File: src/clock_generator_pkg.sv
// shared constants for the clock generator
package clock_generator_pkg;

   // ---------------------------------------------------------------
   // clock and timing
   // ---------------------------------------------------------------
   localparam int          CLK_PERIOD_NS  = 10;
   localparam int          LOCK_TIME_US   = 35;
   localparam int          LOCK_CYCLES    = (LOCK_TIME_US * 1000 + CLK_PERIOD_NS - 1) / CLK_PERIOD_NS;
   localparam int          LOCK_CNT_W     = 12;

   // ---------------------------------------------------------------
   // register bus
   // ---------------------------------------------------------------
   localparam int          ADDR_W         = 4;
   localparam int          DATA_W         = 16;
   localparam logic [3:0]  CTRL_OFFSET    = 4'h0;
   localparam logic [3:0]  OUTDIV_OFFSET  = 4'h4;
   localparam logic [3:0]  STATUS_OFFSET  = 4'h8;

   // control register fields
   localparam int          CTRL_PLL_EN_BIT = 0;
   localparam int          CTRL_MULT_LSB   = 1;
   localparam int          MULT_W          = 6;
   localparam logic [5:0]  MULT_MIN_Q      = 6'h04;
   localparam logic [5:0]  MULT_RESET_Q    = 6'h04;

   // output divide field: 00 undivided, 01 by two, 10 by three, 11 by four
   localparam int          OUTDIV_W       = 2;
   localparam logic [1:0]  OUTDIV_NONE    = 2'h0;
   localparam logic [1:0]  OUTDIV_RESET   = 2'h3;

   // status register fields
   localparam int          STAT_LOCK_BIT  = 0;
   localparam int          STAT_MODE_LSB  = 1;
   localparam int          STAT_OSC_BIT   = 4;
   localparam int          STAT_PLL_BIT   = 5;

   // ---------------------------------------------------------------
   // mode strap codes
   // ---------------------------------------------------------------
   localparam logic [2:0]  MODE_OSC_DIV2  = 3'h4;
   localparam logic [2:0]  MODE_EXT_DIV2  = 3'h7;
   localparam logic [2:0]  MODE_RESET     = 3'h0;

   // ---------------------------------------------------------------
   // reference period measurement and synthesis
   // ---------------------------------------------------------------
   localparam int          PERIOD_W       = 16;
   localparam int          ACC_W          = 19;
   localparam logic [15:0] PERIOD_MAX     = 16'hFFFF;

   typedef enum logic [1:0] {
      PLL_BYPASS  = 2'b00,
      PLL_LOCKING = 2'b01,
      PLL_LOCKED  = 2'b11
   } pll_state_e;

endpackage

File: src/ref_edge_sync.sv
// two-flop synchroniser with rising-edge detect for the reference pin
`timescale 1ns/1ps
module ref_edge_sync (
   input  wire logic clk_i,
   input  wire logic resetn_i,
   input  wire logic async_i,
   output logic      level_o,
   output logic      rise_o
);

   logic meta_r;
   logic sync_r;
   logic prev_r;

   always_ff @(posedge clk_i or negedge resetn_i) begin
      if (!resetn_i) begin
         meta_r <= 1'b0;
         sync_r <= 1'b0;
         prev_r <= 1'b0;
      end else begin
         meta_r <= async_i;
         sync_r <= meta_r;
         prev_r <= sync_r;
      end
   end

   assign level_o = sync_r;
   assign rise_o  = sync_r & ~prev_r;

endmodule

File: src/clock_generator_pll.sv
// clock generator: divide-by-two and fractional multiply paths, clock output divider
//
// Operation
// - machine cycle derives from reference clock divided by two, or by four at output.
// - mode pins 1,0,0 at reset enable the internal crystal oscillator.
// - with oscillator selected, machine clock is half the crystal rate after reset.
// - oscillator output can also serve as the multiply path reference.
// - external divide-by-two mode halves the external input clock.
// - multiply mode makes machine cycle equal reference rate times factor N.
// - multipliers 1 to 15 plus fractions of one quarter, half, three quarters.
// - after a multiplier change, output is unlocked for 35 microseconds.
// - output divide field 00 drives clock output undivided.
// - reset sets output divide field to divide by four.
// - logic is static, holding state as reference frequency approaches zero.
`timescale 1ns/1ps
module clock_generator_pll
   import clock_generator_pkg::*;
(
   input  wire logic               clk_i,
   input  wire logic               resetn_i,
   input  wire logic               reference_clock_input_i,
   input  wire logic [2:0]         clock_mode_select_pins_i,
   input  wire logic [ADDR_W-1:0]  addr_i,
   input  wire logic [DATA_W-1:0]  wdata_i,
   input  wire logic               wr_i,
   input  wire logic               rd_i,
   output logic      [DATA_W-1:0]  rdata_o,
   output logic                    crystal_drive_pin_o,
   output logic                    osc_enable_o,
   output logic                    machine_tick_o,
   output logic                    machine_clock_output_o,
   output logic                    pll_locked_o
);

   // ---------------------------------------------------------------
   // input synchronisation
   // ---------------------------------------------------------------
   logic       ref_level;
   logic       ref_rise;
   logic [2:0] mode_meta_r;
   logic [2:0] mode_sync_r;

   ref_edge_sync u_ref_sync (
      .clk_i    (clk_i),
      .resetn_i (resetn_i),
      .async_i  (reference_clock_input_i),
      .level_o  (ref_level),
      .rise_o   (ref_rise)
   );

   always_ff @(posedge clk_i or negedge resetn_i) begin
      if (!resetn_i) begin
         mode_meta_r <= MODE_RESET;
         mode_sync_r <= MODE_RESET;
      end else begin
         mode_meta_r <= clock_mode_select_pins_i;
         mode_sync_r <= mode_meta_r;
      end
   end

   // ---------------------------------------------------------------
   // strap capture
   // ---------------------------------------------------------------
   logic [2:0] mode_r;
   logic [1:0] strap_cnt_r;
   logic       osc_en_r;

   // every strap code, the oscillator one included, starts on the halved reference
   // pins need two edges through the synchroniser before they are valid
   // capture on the third clock after release
   always_ff @(posedge clk_i or negedge resetn_i) begin
      if (!resetn_i) begin
         strap_cnt_r <= 2'h0;
         mode_r      <= MODE_RESET;
         osc_en_r    <= 1'b0;
      end else if (strap_cnt_r != 2'h3) begin
         strap_cnt_r <= strap_cnt_r + 2'h1;
         if (strap_cnt_r == 2'h2) begin
            mode_r   <= mode_sync_r;
            osc_en_r <= (mode_sync_r == MODE_OSC_DIV2);
         end
      end
   end

   // ---------------------------------------------------------------
   // crystal drive
   // ---------------------------------------------------------------
   // oscillator feeds the same reference path
   always_ff @(posedge clk_i or negedge resetn_i) begin
      if (!resetn_i) begin
         crystal_drive_pin_o <= 1'b0;
      end else begin
         crystal_drive_pin_o <= osc_en_r & ~ref_level;
      end
   end

   assign osc_enable_o = osc_en_r;

   // ---------------------------------------------------------------
   // registers
   // ---------------------------------------------------------------
   // one compare for every offset so reads and writes cannot disagree
   function automatic logic offset_hit(input logic [ADDR_W-1:0] addr, input logic [ADDR_W-1:0] offset);
      offset_hit = (addr == offset);
   endfunction

   logic                pll_en_r;
   logic [MULT_W-1:0]   mult_q_r;
   logic [OUTDIV_W-1:0] outdiv_r;
   logic                reprogram;
   logic [MULT_W-1:0]   wr_mult;
   logic                ctrl_wr;
   logic                outdiv_wr;
   logic [DATA_W-1:0]   ctrl_word;
   logic [DATA_W-1:0]   status_word;
   pll_state_e          state_r;

   assign ctrl_wr     = wr_i && offset_hit(addr_i, CTRL_OFFSET);
   assign outdiv_wr   = wr_i && offset_hit(addr_i, OUTDIV_OFFSET);
   assign wr_mult     = wdata_i[CTRL_MULT_LSB +: MULT_W];
   assign reprogram   = ctrl_wr && (wr_mult >= MULT_MIN_Q);
   assign ctrl_word   = DATA_W'({mult_q_r, pll_en_r});
   assign status_word = DATA_W'({(state_r != PLL_BYPASS), osc_en_r, mode_r, pll_locked_o});

   // software sets factor; quarters of 1.00 up to 15.75
   always_ff @(posedge clk_i or negedge resetn_i) begin
      if (!resetn_i) begin
         pll_en_r <= 1'b0;
         mult_q_r <= MULT_RESET_Q;
      end else if (reprogram) begin
         pll_en_r <= wdata_i[CTRL_PLL_EN_BIT];
         mult_q_r <= wr_mult;
      end
   end

   always_ff @(posedge clk_i or negedge resetn_i) begin
      if (!resetn_i) begin
         outdiv_r <= OUTDIV_RESET;
      end else if (outdiv_wr) begin
         outdiv_r <= wdata_i[OUTDIV_W-1:0];
      end
   end

   always_ff @(posedge clk_i or negedge resetn_i) begin
      if (!resetn_i) begin
         rdata_o <= '0;
      end else if (rd_i) begin
         if (offset_hit(addr_i, CTRL_OFFSET)) begin
            rdata_o <= ctrl_word;
         end else if (offset_hit(addr_i, OUTDIV_OFFSET)) begin
            rdata_o <= DATA_W'(outdiv_r);
         end else if (offset_hit(addr_i, STATUS_OFFSET)) begin
            rdata_o <= status_word;
         end else begin
            rdata_o <= '0;
         end
      end else begin
         rdata_o <= '0;
      end
   end

   // ---------------------------------------------------------------
   // lock sequencing
   // ---------------------------------------------------------------
   logic [LOCK_CNT_W-1:0] lock_cnt_r;

   // rewriting the same value still restarts the wait
   // 35 us unlocked after each reprogram that sets the enable bit; with it clear the state stays in bypass
   always_ff @(posedge clk_i or negedge resetn_i) begin
      if (!resetn_i) begin
         state_r    <= PLL_BYPASS;
         lock_cnt_r <= '0;
      end else if (reprogram) begin
         state_r    <= wdata_i[CTRL_PLL_EN_BIT] ? PLL_LOCKING : PLL_BYPASS;
         lock_cnt_r <= '0;
      end else begin
         case (state_r)
            PLL_LOCKING: begin
               if (lock_cnt_r == LOCK_CNT_W'(LOCK_CYCLES - 1)) begin
                  state_r <= PLL_LOCKED;
               end else begin
                  lock_cnt_r <= lock_cnt_r + 1'b1;
               end
            end
            PLL_LOCKED: begin
               state_r <= PLL_LOCKED;
            end
            default: begin
               state_r <= PLL_BYPASS;
            end
         endcase
      end
   end

   assign pll_locked_o = (state_r == PLL_LOCKED);

   // ---------------------------------------------------------------
   // reference period measurement
   // ---------------------------------------------------------------
   // saturates instead of wrapping so an edge after a long stop captures PERIOD_MAX, not a short period
   logic [PERIOD_W-1:0] period_cnt_r;
   logic [PERIOD_W-1:0] period_r;

   // the first period after reset is partial; the lock wait outlasts it
   // static, nothing times out
   always_ff @(posedge clk_i or negedge resetn_i) begin
      if (!resetn_i) begin
         period_cnt_r <= '0;
         period_r     <= PERIOD_MAX;
      end else if (ref_rise) begin
         period_cnt_r <= PERIOD_W'(1);
         period_r     <= period_cnt_r;
      end else if (period_cnt_r != PERIOD_MAX) begin
         period_cnt_r <= period_cnt_r + 1'b1;
      end
   end

   // ---------------------------------------------------------------
   // machine cycle generation
   // ---------------------------------------------------------------
   logic             half_r;
   logic [ACC_W-1:0] acc_r;
   logic [ACC_W-1:0] acc_sum;
   logic [ACC_W-1:0] acc_limit;
   logic             nco_tick;
   logic             div2_tick;

   // halve the reference; use this path
   always_ff @(posedge clk_i or negedge resetn_i) begin
      if (!resetn_i) begin
         half_r <= 1'b0;
      end else if (ref_rise) begin
         half_r <= ~half_r;
      end
   end

   assign div2_tick = ref_rise & half_r;

   // one tick per 4*period/mult_q clocks, so N times the reference rate
   assign acc_sum   = acc_r + ACC_W'(mult_q_r);
   assign acc_limit = ACC_W'({period_r, 2'b00});
   assign nco_tick  = (acc_sum >= acc_limit);

   // multiply path, cleared while unlocked or while period_r is saturated
   always_ff @(posedge clk_i or negedge resetn_i) begin
      if (!resetn_i) begin
         acc_r <= '0;
      end else if (state_r != PLL_LOCKED || period_r == PERIOD_MAX) begin
         acc_r <= '0;
      end else if (nco_tick) begin
         acc_r <= acc_sum - acc_limit;
      end else begin
         acc_r <= acc_sum;
      end
   end

   // ---------------------------------------------------------------
   // machine tick output
   // ---------------------------------------------------------------
   // during the lock wait the halved reference keeps the core running
   always_ff @(posedge clk_i or negedge resetn_i) begin
      if (!resetn_i) begin
         machine_tick_o <= 1'b0;
      end else if (state_r == PLL_LOCKED) begin
         machine_tick_o <= nco_tick && (period_r != PERIOD_MAX);
      end else begin
         machine_tick_o <= div2_tick;
      end
   end

   // ---------------------------------------------------------------
   // clock output divider
   // ---------------------------------------------------------------
   logic [OUTDIV_W-1:0] out_cnt_r;

   // one pulse per divided cycle, not a square wave
   // >= lets a field shrunk mid-count restart at once instead of wrapping
   // field 00 passes every machine cycle
   always_ff @(posedge clk_i or negedge resetn_i) begin
      if (!resetn_i) begin
         out_cnt_r              <= '0;
         machine_clock_output_o <= 1'b0;
      end else if (machine_tick_o) begin
         if (outdiv_r == OUTDIV_NONE || out_cnt_r >= outdiv_r) begin
            out_cnt_r              <= '0;
            machine_clock_output_o <= 1'b1;
         end else begin
            out_cnt_r              <= out_cnt_r + 1'b1;
            machine_clock_output_o <= 1'b0;
         end
      end else begin
         machine_clock_output_o <= 1'b0;
      end
   end

endmodule

File: config.mk
export PLATFORM = sky130hd
export DESIGN_NAME = clock_generator_pll
export DESIGN_NICKNAME = d
export VERILOG_FILES = /design/src/clock_generator_pkg.sv /design/src/ref_edge_sync.sv /design/src/clock_generator_pll.sv
export SDC_FILE = /design/constraint.sdc
export NUM_CORES = 1
export LEC_CHECK = 0
export ABC_AREA = 1
export BUFFER_PORTS_ARGS = -buffer_cell sky130_fd_sc_hd__buf_2
export CAP_MARGIN = 20
export CELL_PAD_IN_SITES_DETAIL_PLACEMENT = 0
export CELL_PAD_IN_SITES_GLOBAL_PLACEMENT = 1
export CORE_ASPECT_RATIO = 0.9
export CORE_UTILIZATION = 49
export CTS_CLUSTER_DIAMETER = 120
export DETAILED_ROUTE_END_ITERATION = 10
export PLACE_DENSITY = 0.85
export SLEW_MARGIN = 10
export SYNTH_ARGS = -nofsm -noshare
export SYNTH_HDL_FRONTEND = slang
export SYNTH_SLANG_ARGS = --single-unit
File: constraint.sdc
create_clock -name clk_i -period 5.3 [get_ports clk_i]
set_clock_uncertainty 0.15 [all_clocks]
set_input_delay 1.06 -clock clk_i [delete_from_list [all_inputs] [get_ports clk_i]]
set_output_delay 1.06 -clock clk_i [all_outputs]
set_load 0.03 [all_outputs]
; Word-level counts from Yosys, hierarchy flattened
; Index checks and enable logic that the tools add are counted.
[totals]
ff_bits = 111
inputBits = 28
output_inout_bits = 21
elab_cells = 83
[classes]
add_sub_neg = 6
order_cmp = 3
n_eq_ne = 14
n_mux = 19
n_bitwise = 6
reduce_logical = 13
[op_table]
columns = cell, n
row1 = 2-to-1 mux 16 bit, 3
row2 = 2-to-1 mux 19 bit, 2
row3 = 2-to-1 mux 12 bit, 3
row4 = != test 16 bit (second input constant), 2
row5 = adder 19 x 6 -> 19 bit, 1
row6 = >= comparator 19 x 18 -> 1 bit, 1
row7 = subtractor 19 x 18 -> 19 bit, 1
row8 = adder 16 x 1 -> 16 bit (second input constant), 1
row9 = == test 16 bit (second input constant), 1
row10 = adder 12 x 1 -> 12 bit (second input constant), 1
row11 = == test 12 bit (second input constant), 1
row12 = 2-to-1 mux 6 bit, 2
row13 = 2-to-1 mux 7 bit, 1
row14 = >= comparator 6 x 3 -> 1 bit (second input constant), 1
row15 = 2-to-1 mux 2 bit, 3
row16 = != test 2 bit (second input constant), 3
row17 = nonzero test 2 bit, 3
row18 = adder 2 x 1 -> 2 bit (second input constant), 2
row19 = == test 2 bit (second input constant), 2
row20 = == test 4 x 3 -> 1 bit (second input constant), 1
row21 = == test 4 bit (second input constant), 1
row22 = logical AND 1 bit, 4
row23 = logical NOT 4 bit, 1
row24 = 2-to-1 mux 1 bit, 4
row25 = 10 further kinds, 16

; Longest topological paths before layout
[depth]
word_depth = 5
ltp_mapped = 23
ltp_nobuf = 22

; By module
; Synthesis repeated with hierarchy kept, for this count alone.
[hier_totals]
cells_unflattened = 840
area_unflattened_um2 = 6364.9
[modules_own_cells]
columns = module, instances, cells_each, area_each_um2, seq_area_each_um2
row1 = clock_generator_pll, 1, 835, 6279.8, 2501.1
row2 = ref_edge_sync, 1, 5, 85.1, 75.1

; Worst setup path before layout
; No wires, ideal clock.
[synth_timing]
path_type = register to register
start = reg mult_q_r[0]
end = reg acc_r[9]
setup_ps = 65
arrival_ps = 2930
t_required_ps = 5085
setup_slack_ps = 2155
stages_incl_launch_ff = 21
cell_sequence = dfrtp_1 > ha_1 > inv_1 > fa_1 > inv_1 > nand2_1 > nand3_4 > nand2_1 > nor2_1 > xor2_1 > ha_1 > a21oi_1 > nand2_1 > a21oi_4 > nand2_2 > nand2_4 > inv_4 > nor2_8 > buf_12 > nand3_2 > nand2_1
[synth_via]
elab_chain_cells = 4
word_cells_on_any_way = 5
[synth_lines]
columns = element, line_no
row1 = start: declaration, clock_generator_pll.sv:108  ; logic [MULT_W-1:0] mult_q_r;
row2 = start signal: assignment, clock_generator_pll.sv:132  ; mult_q_r <= wr_mult;
row3 = adder 19 x 6 -> 19 bit *, clock_generator_pll.sv:240  ; assign acc_sum = acc_r + ACC_W'(mult_q_r);
row4 = subtractor 19 x 18 -> 19 bit or >= comparator 19 x 18 -> 1 bit (tied branches), "clock_generator_pll.sv:251, clock_generator_pll.sv:242"
row5 = 2-to-1 mux 19 bit *, clock_generator_pll.sv:250  ; end else if (nco_tick) begin
row6 = 2-to-1 mux 19 bit *, clock_generator_pll.sv:248  ; end else if (state_r != PLL_LOCKED || period_r == PERIOD_MAX) begin
row7 = end signal: assignment, clock_generator_pll.sv:251  ; acc_r <= acc_sum - acc_limit;
row8 = end signal: assignment, clock_generator_pll.sv:253  ; acc_r <= acc_sum;
row9 = end: declaration, clock_generator_pll.sv:222  ; logic [ACC_W-1:0] acc_r;
; Mark *: on every way between the ends. The rest lies on a longest branch, timed or not.
; A chain may end at the register's enable or synchronous reset.

; Final worst setup path
[layout_timing]
start = reg mult_q_r[0]
end = reg machine_tick_o
[layout_via]
elab_chain_cells = 4
[layout_lines]
columns = element, line_no
row1 = adder 19 x 6 -> 19 bit, clock_generator_pll.sv:240
row2 = >= comparator 19 x 18 -> 1 bit, clock_generator_pll.sv:242  ; assign nco_tick = (acc_sum >= acc_limit);
row3 = logical AND 1 bit, clock_generator_pll.sv:265  ; machine_tick_o <= nco_tick && (period_r != PERIOD_MAX);
row4 = 2-to-1 mux 1 bit, clock_generator_pll.sv:264  ; end else if (state_r == PLL_LOCKED) begin
row5 = end signal: assignment, clock_generator_pll.sv:265
row6 = end signal: assignment, clock_generator_pll.sv:267  ; machine_tick_o <= div2_tick;
row7 = end: declaration, clock_generator_pll.sv:30  ; output logic machine_tick_o,
; No other way between the ends.

==> impl_metrics.json <==
{
  "outcome": "complete, no violations",
  "routed_via_density": 5.27,
  "cts_buffer_depth": 2,
  "io_pins": 49,
  "synth_edf_count": 0,
  "multi_input_comb_area_um2": 3320,
  "die_x_um": 124,
  "cp-endpoint": "machine_tick_o",
  "synthArstFlopShare_pct": 100,
  "ff_latch_area_um2": 2580,
  "worst-r2r-cell-count": 18,
  "fmax_mhz": 262,
  "ctsResizeCount": 0,
  "drv_cap": 0,
  "ys.flop_type": "dfrtp_1",
  "gp_congestion": 0.856,
  "antenna_found_initial": 0,
  "clkLatencyLatePin_ps": 350,
  "path_depth": 18,
  "syn-cell-area_um2": 6560,
  "hold_path_class": "flop to flop",
  "root_buffer": "clkbuf_16",
  "power_density_nw_per_um2": 626,
  "final_area_um2": 7100,
  "reg2reg_slack_ps": 1490,
  "cp-end-kind": "flop",
  "crit_arrival_ps": 3860,
  "cp_slowest_cell": "fa_1",
  "fin_crit_sh_pct": 71.9,
  "cts_sinks": 102,
  "slew_viol_final": 0,
  "power_leakage_nw": 3.69,
  "clkPwrFrac_pct": 14.6,
  "startpoint_type": "flop",
  "antenna_left": 0,
  "drt_pass1_iterations": 6,
  "p_int_mw": 2.20,
  "grt_first_pass_wirelength_um": 25100,
  "setup_tns_ps": 0,
  "die_y_um": 112,
  "cts_tree": "built",
  "finalHoldViolCount": 0,
  "grt_max_degree": 69,
  "p_switching_mw": 2.25,
  "path_max_fanout": 17,
  "r2r_end": "machine_tick_o",
  "synth_cells": 851,
  "synth.distinct_cells": 51,
  "period_minus_slack_ps": 3810,
  "required_ps": 5350,
  "cts_htree_levels": 3,
  "drive_above_1_share_pct": 13.8,
  "dpl_cell_area_um2": 6810,
  "cts_hold_buf": 0,
  "seqPwrFrac_pct": 23.5,
  "peakVddDrop_v": 0.000341,
  "cts_buffers": 9,
  "worst-setup-path-type": "flop to flop",
  "grt_usage_pct": 23.5,
  "startpoint": "mult_q_r[0]",
  "final_common_cell": "nand2_1",
  "diodes": 0,
  "switching_share_pct": 50.6,
  "fp-row-count": 39,
  "path_clk_slew_ps": 70,
  "hold_ws_ps": 197,
  "num_vias": 5529,
  "post_cts_buffers": 0,
  "worstMarginPinSlew_ps": 850,
  "dpl.hpwl_um": 11600,
  "port_buffers": 30,
  "critPathBufInv": 3,
  "drt_wl_total_um": 14900,
  "start_util_pct": 51.0,
  "avgRoutedWirePerCell_um": 14.2,
  "grt_pass1_vias": 5239,
  "core_area_um2": 12900,
  "slew_headroom_pct": 43.3,
  "finalSetupViolations": 0,
  "ys_warn_count": 0,
  "combinationalPowerShare_pct": 61.9,
  "nets": 939,
  "area_delta_synth_final_pct": 8.23,
  "p_total_mw": 4.44,
  "post-route-drc-count": 0,
  "path_cells": "ha_1, inv_1, fa_1, inv_1, nand2_1, nand3_4, nand2_1, nor2_1, xor2_1, ha_1, a21oi_1, nand2_1, a21oi_4, nand2_2, nand2_4, inv_4, nor2_8, o21ai_0",
  "n_fill_cell": 1207,
  "die-area_um2": 13900,
  "synth-seq-area-share_pct": 39.2,
  "r2r-start": "mult_q_r[0]",
  "rsz0062_at_grt": "no",
  "synth.avg_cell_area_um2": 7.71,
  "crit_top_cell": "nand2_1",
  "synth-seq-cells": 102,
  "path_delay_family": "simple AND/OR/NAND/NOR gates",
  "drt_iter0_markers": 320,
  "cpPeakStageDelay_ps": 430,
  "layout_common_cells": "nand2_1, inv_1, dfrtp_1",
  "overflow": 0
}
## through the flow
| stage | worst slack, ps | instances | util [%] |
|---|---|---|---|
| floorplan | 2160 | 859 | - |
| global placement | 1570 | 1034 | 52.9 |
| detailed placement | 1510 | 1034 | 52.9 |
| CTS | 1500 | 1050 | 55.1 |
| global route | 1270 | 1050 | 55.1 |
| finish | 1490 | 1050 | 55.1 |
## cell type report
| cell class | instances | area share [%] |
|---|---|---|
| well taps | 164 | 2.89 |
| clock inverters | 7 | 0.916 |
| multi-input cells | 593 | 46.8 |
| clock buffers | 9 | 3.17 |
| repair buffers | 33 | 2.47 |
| inverters | 142 | 7.54 |
| flip-flops and latches | 102 | 36.3 |
## sequential cells by signal, summed over array words and instances, names as in the netlist, 2 cells and up
name / cells
mode_meta_r: 3
strap_cnt_r: 2
rdata_o: 7
mode_r: 3
mult_q_r: 6
out_cnt_r: 2
lock_cnt_r: 12
outdiv_r: 2
acc_r: 19
mode_sync_r: 3
state_r: 2
period_r: 16
period_cnt_r: 16
## worst register-to-register path: stages (launching register included)
cell,delay [ps]
dfrtp_1,370
ha_1,200
inv_1,60
fa_1,430
inv_1,80
nand2_1,80
nand3_4,120
nand2_1,100
nor2_1,120
xor2_1,350
ha_1,370
a21oi_1,220
nand2_1,140
a21oi_4,160
nand2_2,80
nand2_4,100
inv_4,50
nor2_8,270
o21ai_0,200
## synth_stat cells, drive strengths merged, types with 3 or more instances
cell	count	share of area (%)
nor4	4	0.38
a21oi	18	1.7
nor3	18	1.7
o32ai	3	0.40
ha	28	5.3
nand4	29	2.8
xnor2	14	1.9
a31oi	4	0.38
nand2	221	13
dfrtp	83	32
o21ai	46	3.5
o22ai	3	0.29
clkbuf	7	0.71
o21bai	7	0.80
buf	15	1.8
inv	142	8.2
nand3	87	8.2
dfstp	19	7.6
xor2	18	2.4
nor2	67	4.7
or2	3	0.29
## metal layers
| metal | share of wire [%] | vias up | track usage, % |
|---|---|---|---|
| li1 | - | 2778 | - |
| met1 | 49 | 2591 | 33.5 |
| met2 | 45 | 143 | 36.4 |
| met3 | 4.8 | 17 | 4.92 |
| met4 | 1.3 | 0 | 5.63 |
| met5 | 0 | - | 0 |
## worst min-delay path by stage
stage | start | to | slack (ps) | cells past startpoint
finish | mode_meta_r[1] | mode_sync_r[1] | 200 | 0
global route | mode_meta_r[2] | mode_sync_r[2] | 200 | 0
CTS | mode_meta_r[1] | mode_sync_r[1] | 200 | 0
detailed placement | mode_meta_r[1] | mode_sync_r[1] | 190 | 0
global placement | u_ref_sync.meta_r | u_ref_sync.level_o | 180 | 0
floorplan | mode_meta_r[0] | mode_sync_r[0] | 180 | 0
## cells by family (layout without fill, tap and decap cells)
group / count (synthesis) / count (layout) / share of synthesized area (%)
AOI/OAI and AO/OA: 87 / 87 / 7.74
buffers and inverters: 164 / 191 / 10.7
muxes: 1 / 1 / 0.172
xor gates and xnor gates: 32 / 32 / 4.27
adders and majority gates: 30 / 30 / 5.95
DFF: 102 / 102 / 39.2
other: 1 / 9 / 0.0571
and+or+nand+nor: 434 / 434 / 31.9
## power groups by stage
stage / sequential (mW) / combinational, mW / clock (mW)
after floorplan: 1.04 / 2.32 / 0
after global placement: 1.06 / 2.67 / 0
after detailed placement: 1.06 / 2.72 / 0
after CTS: 1.05 / 2.73 / 0.664
after global routing: 1.07 / 3.10 / 0.694
final: 1.05 / 2.75 / 0.647
No activity file was read; power rests on OpenSTA's default activity.
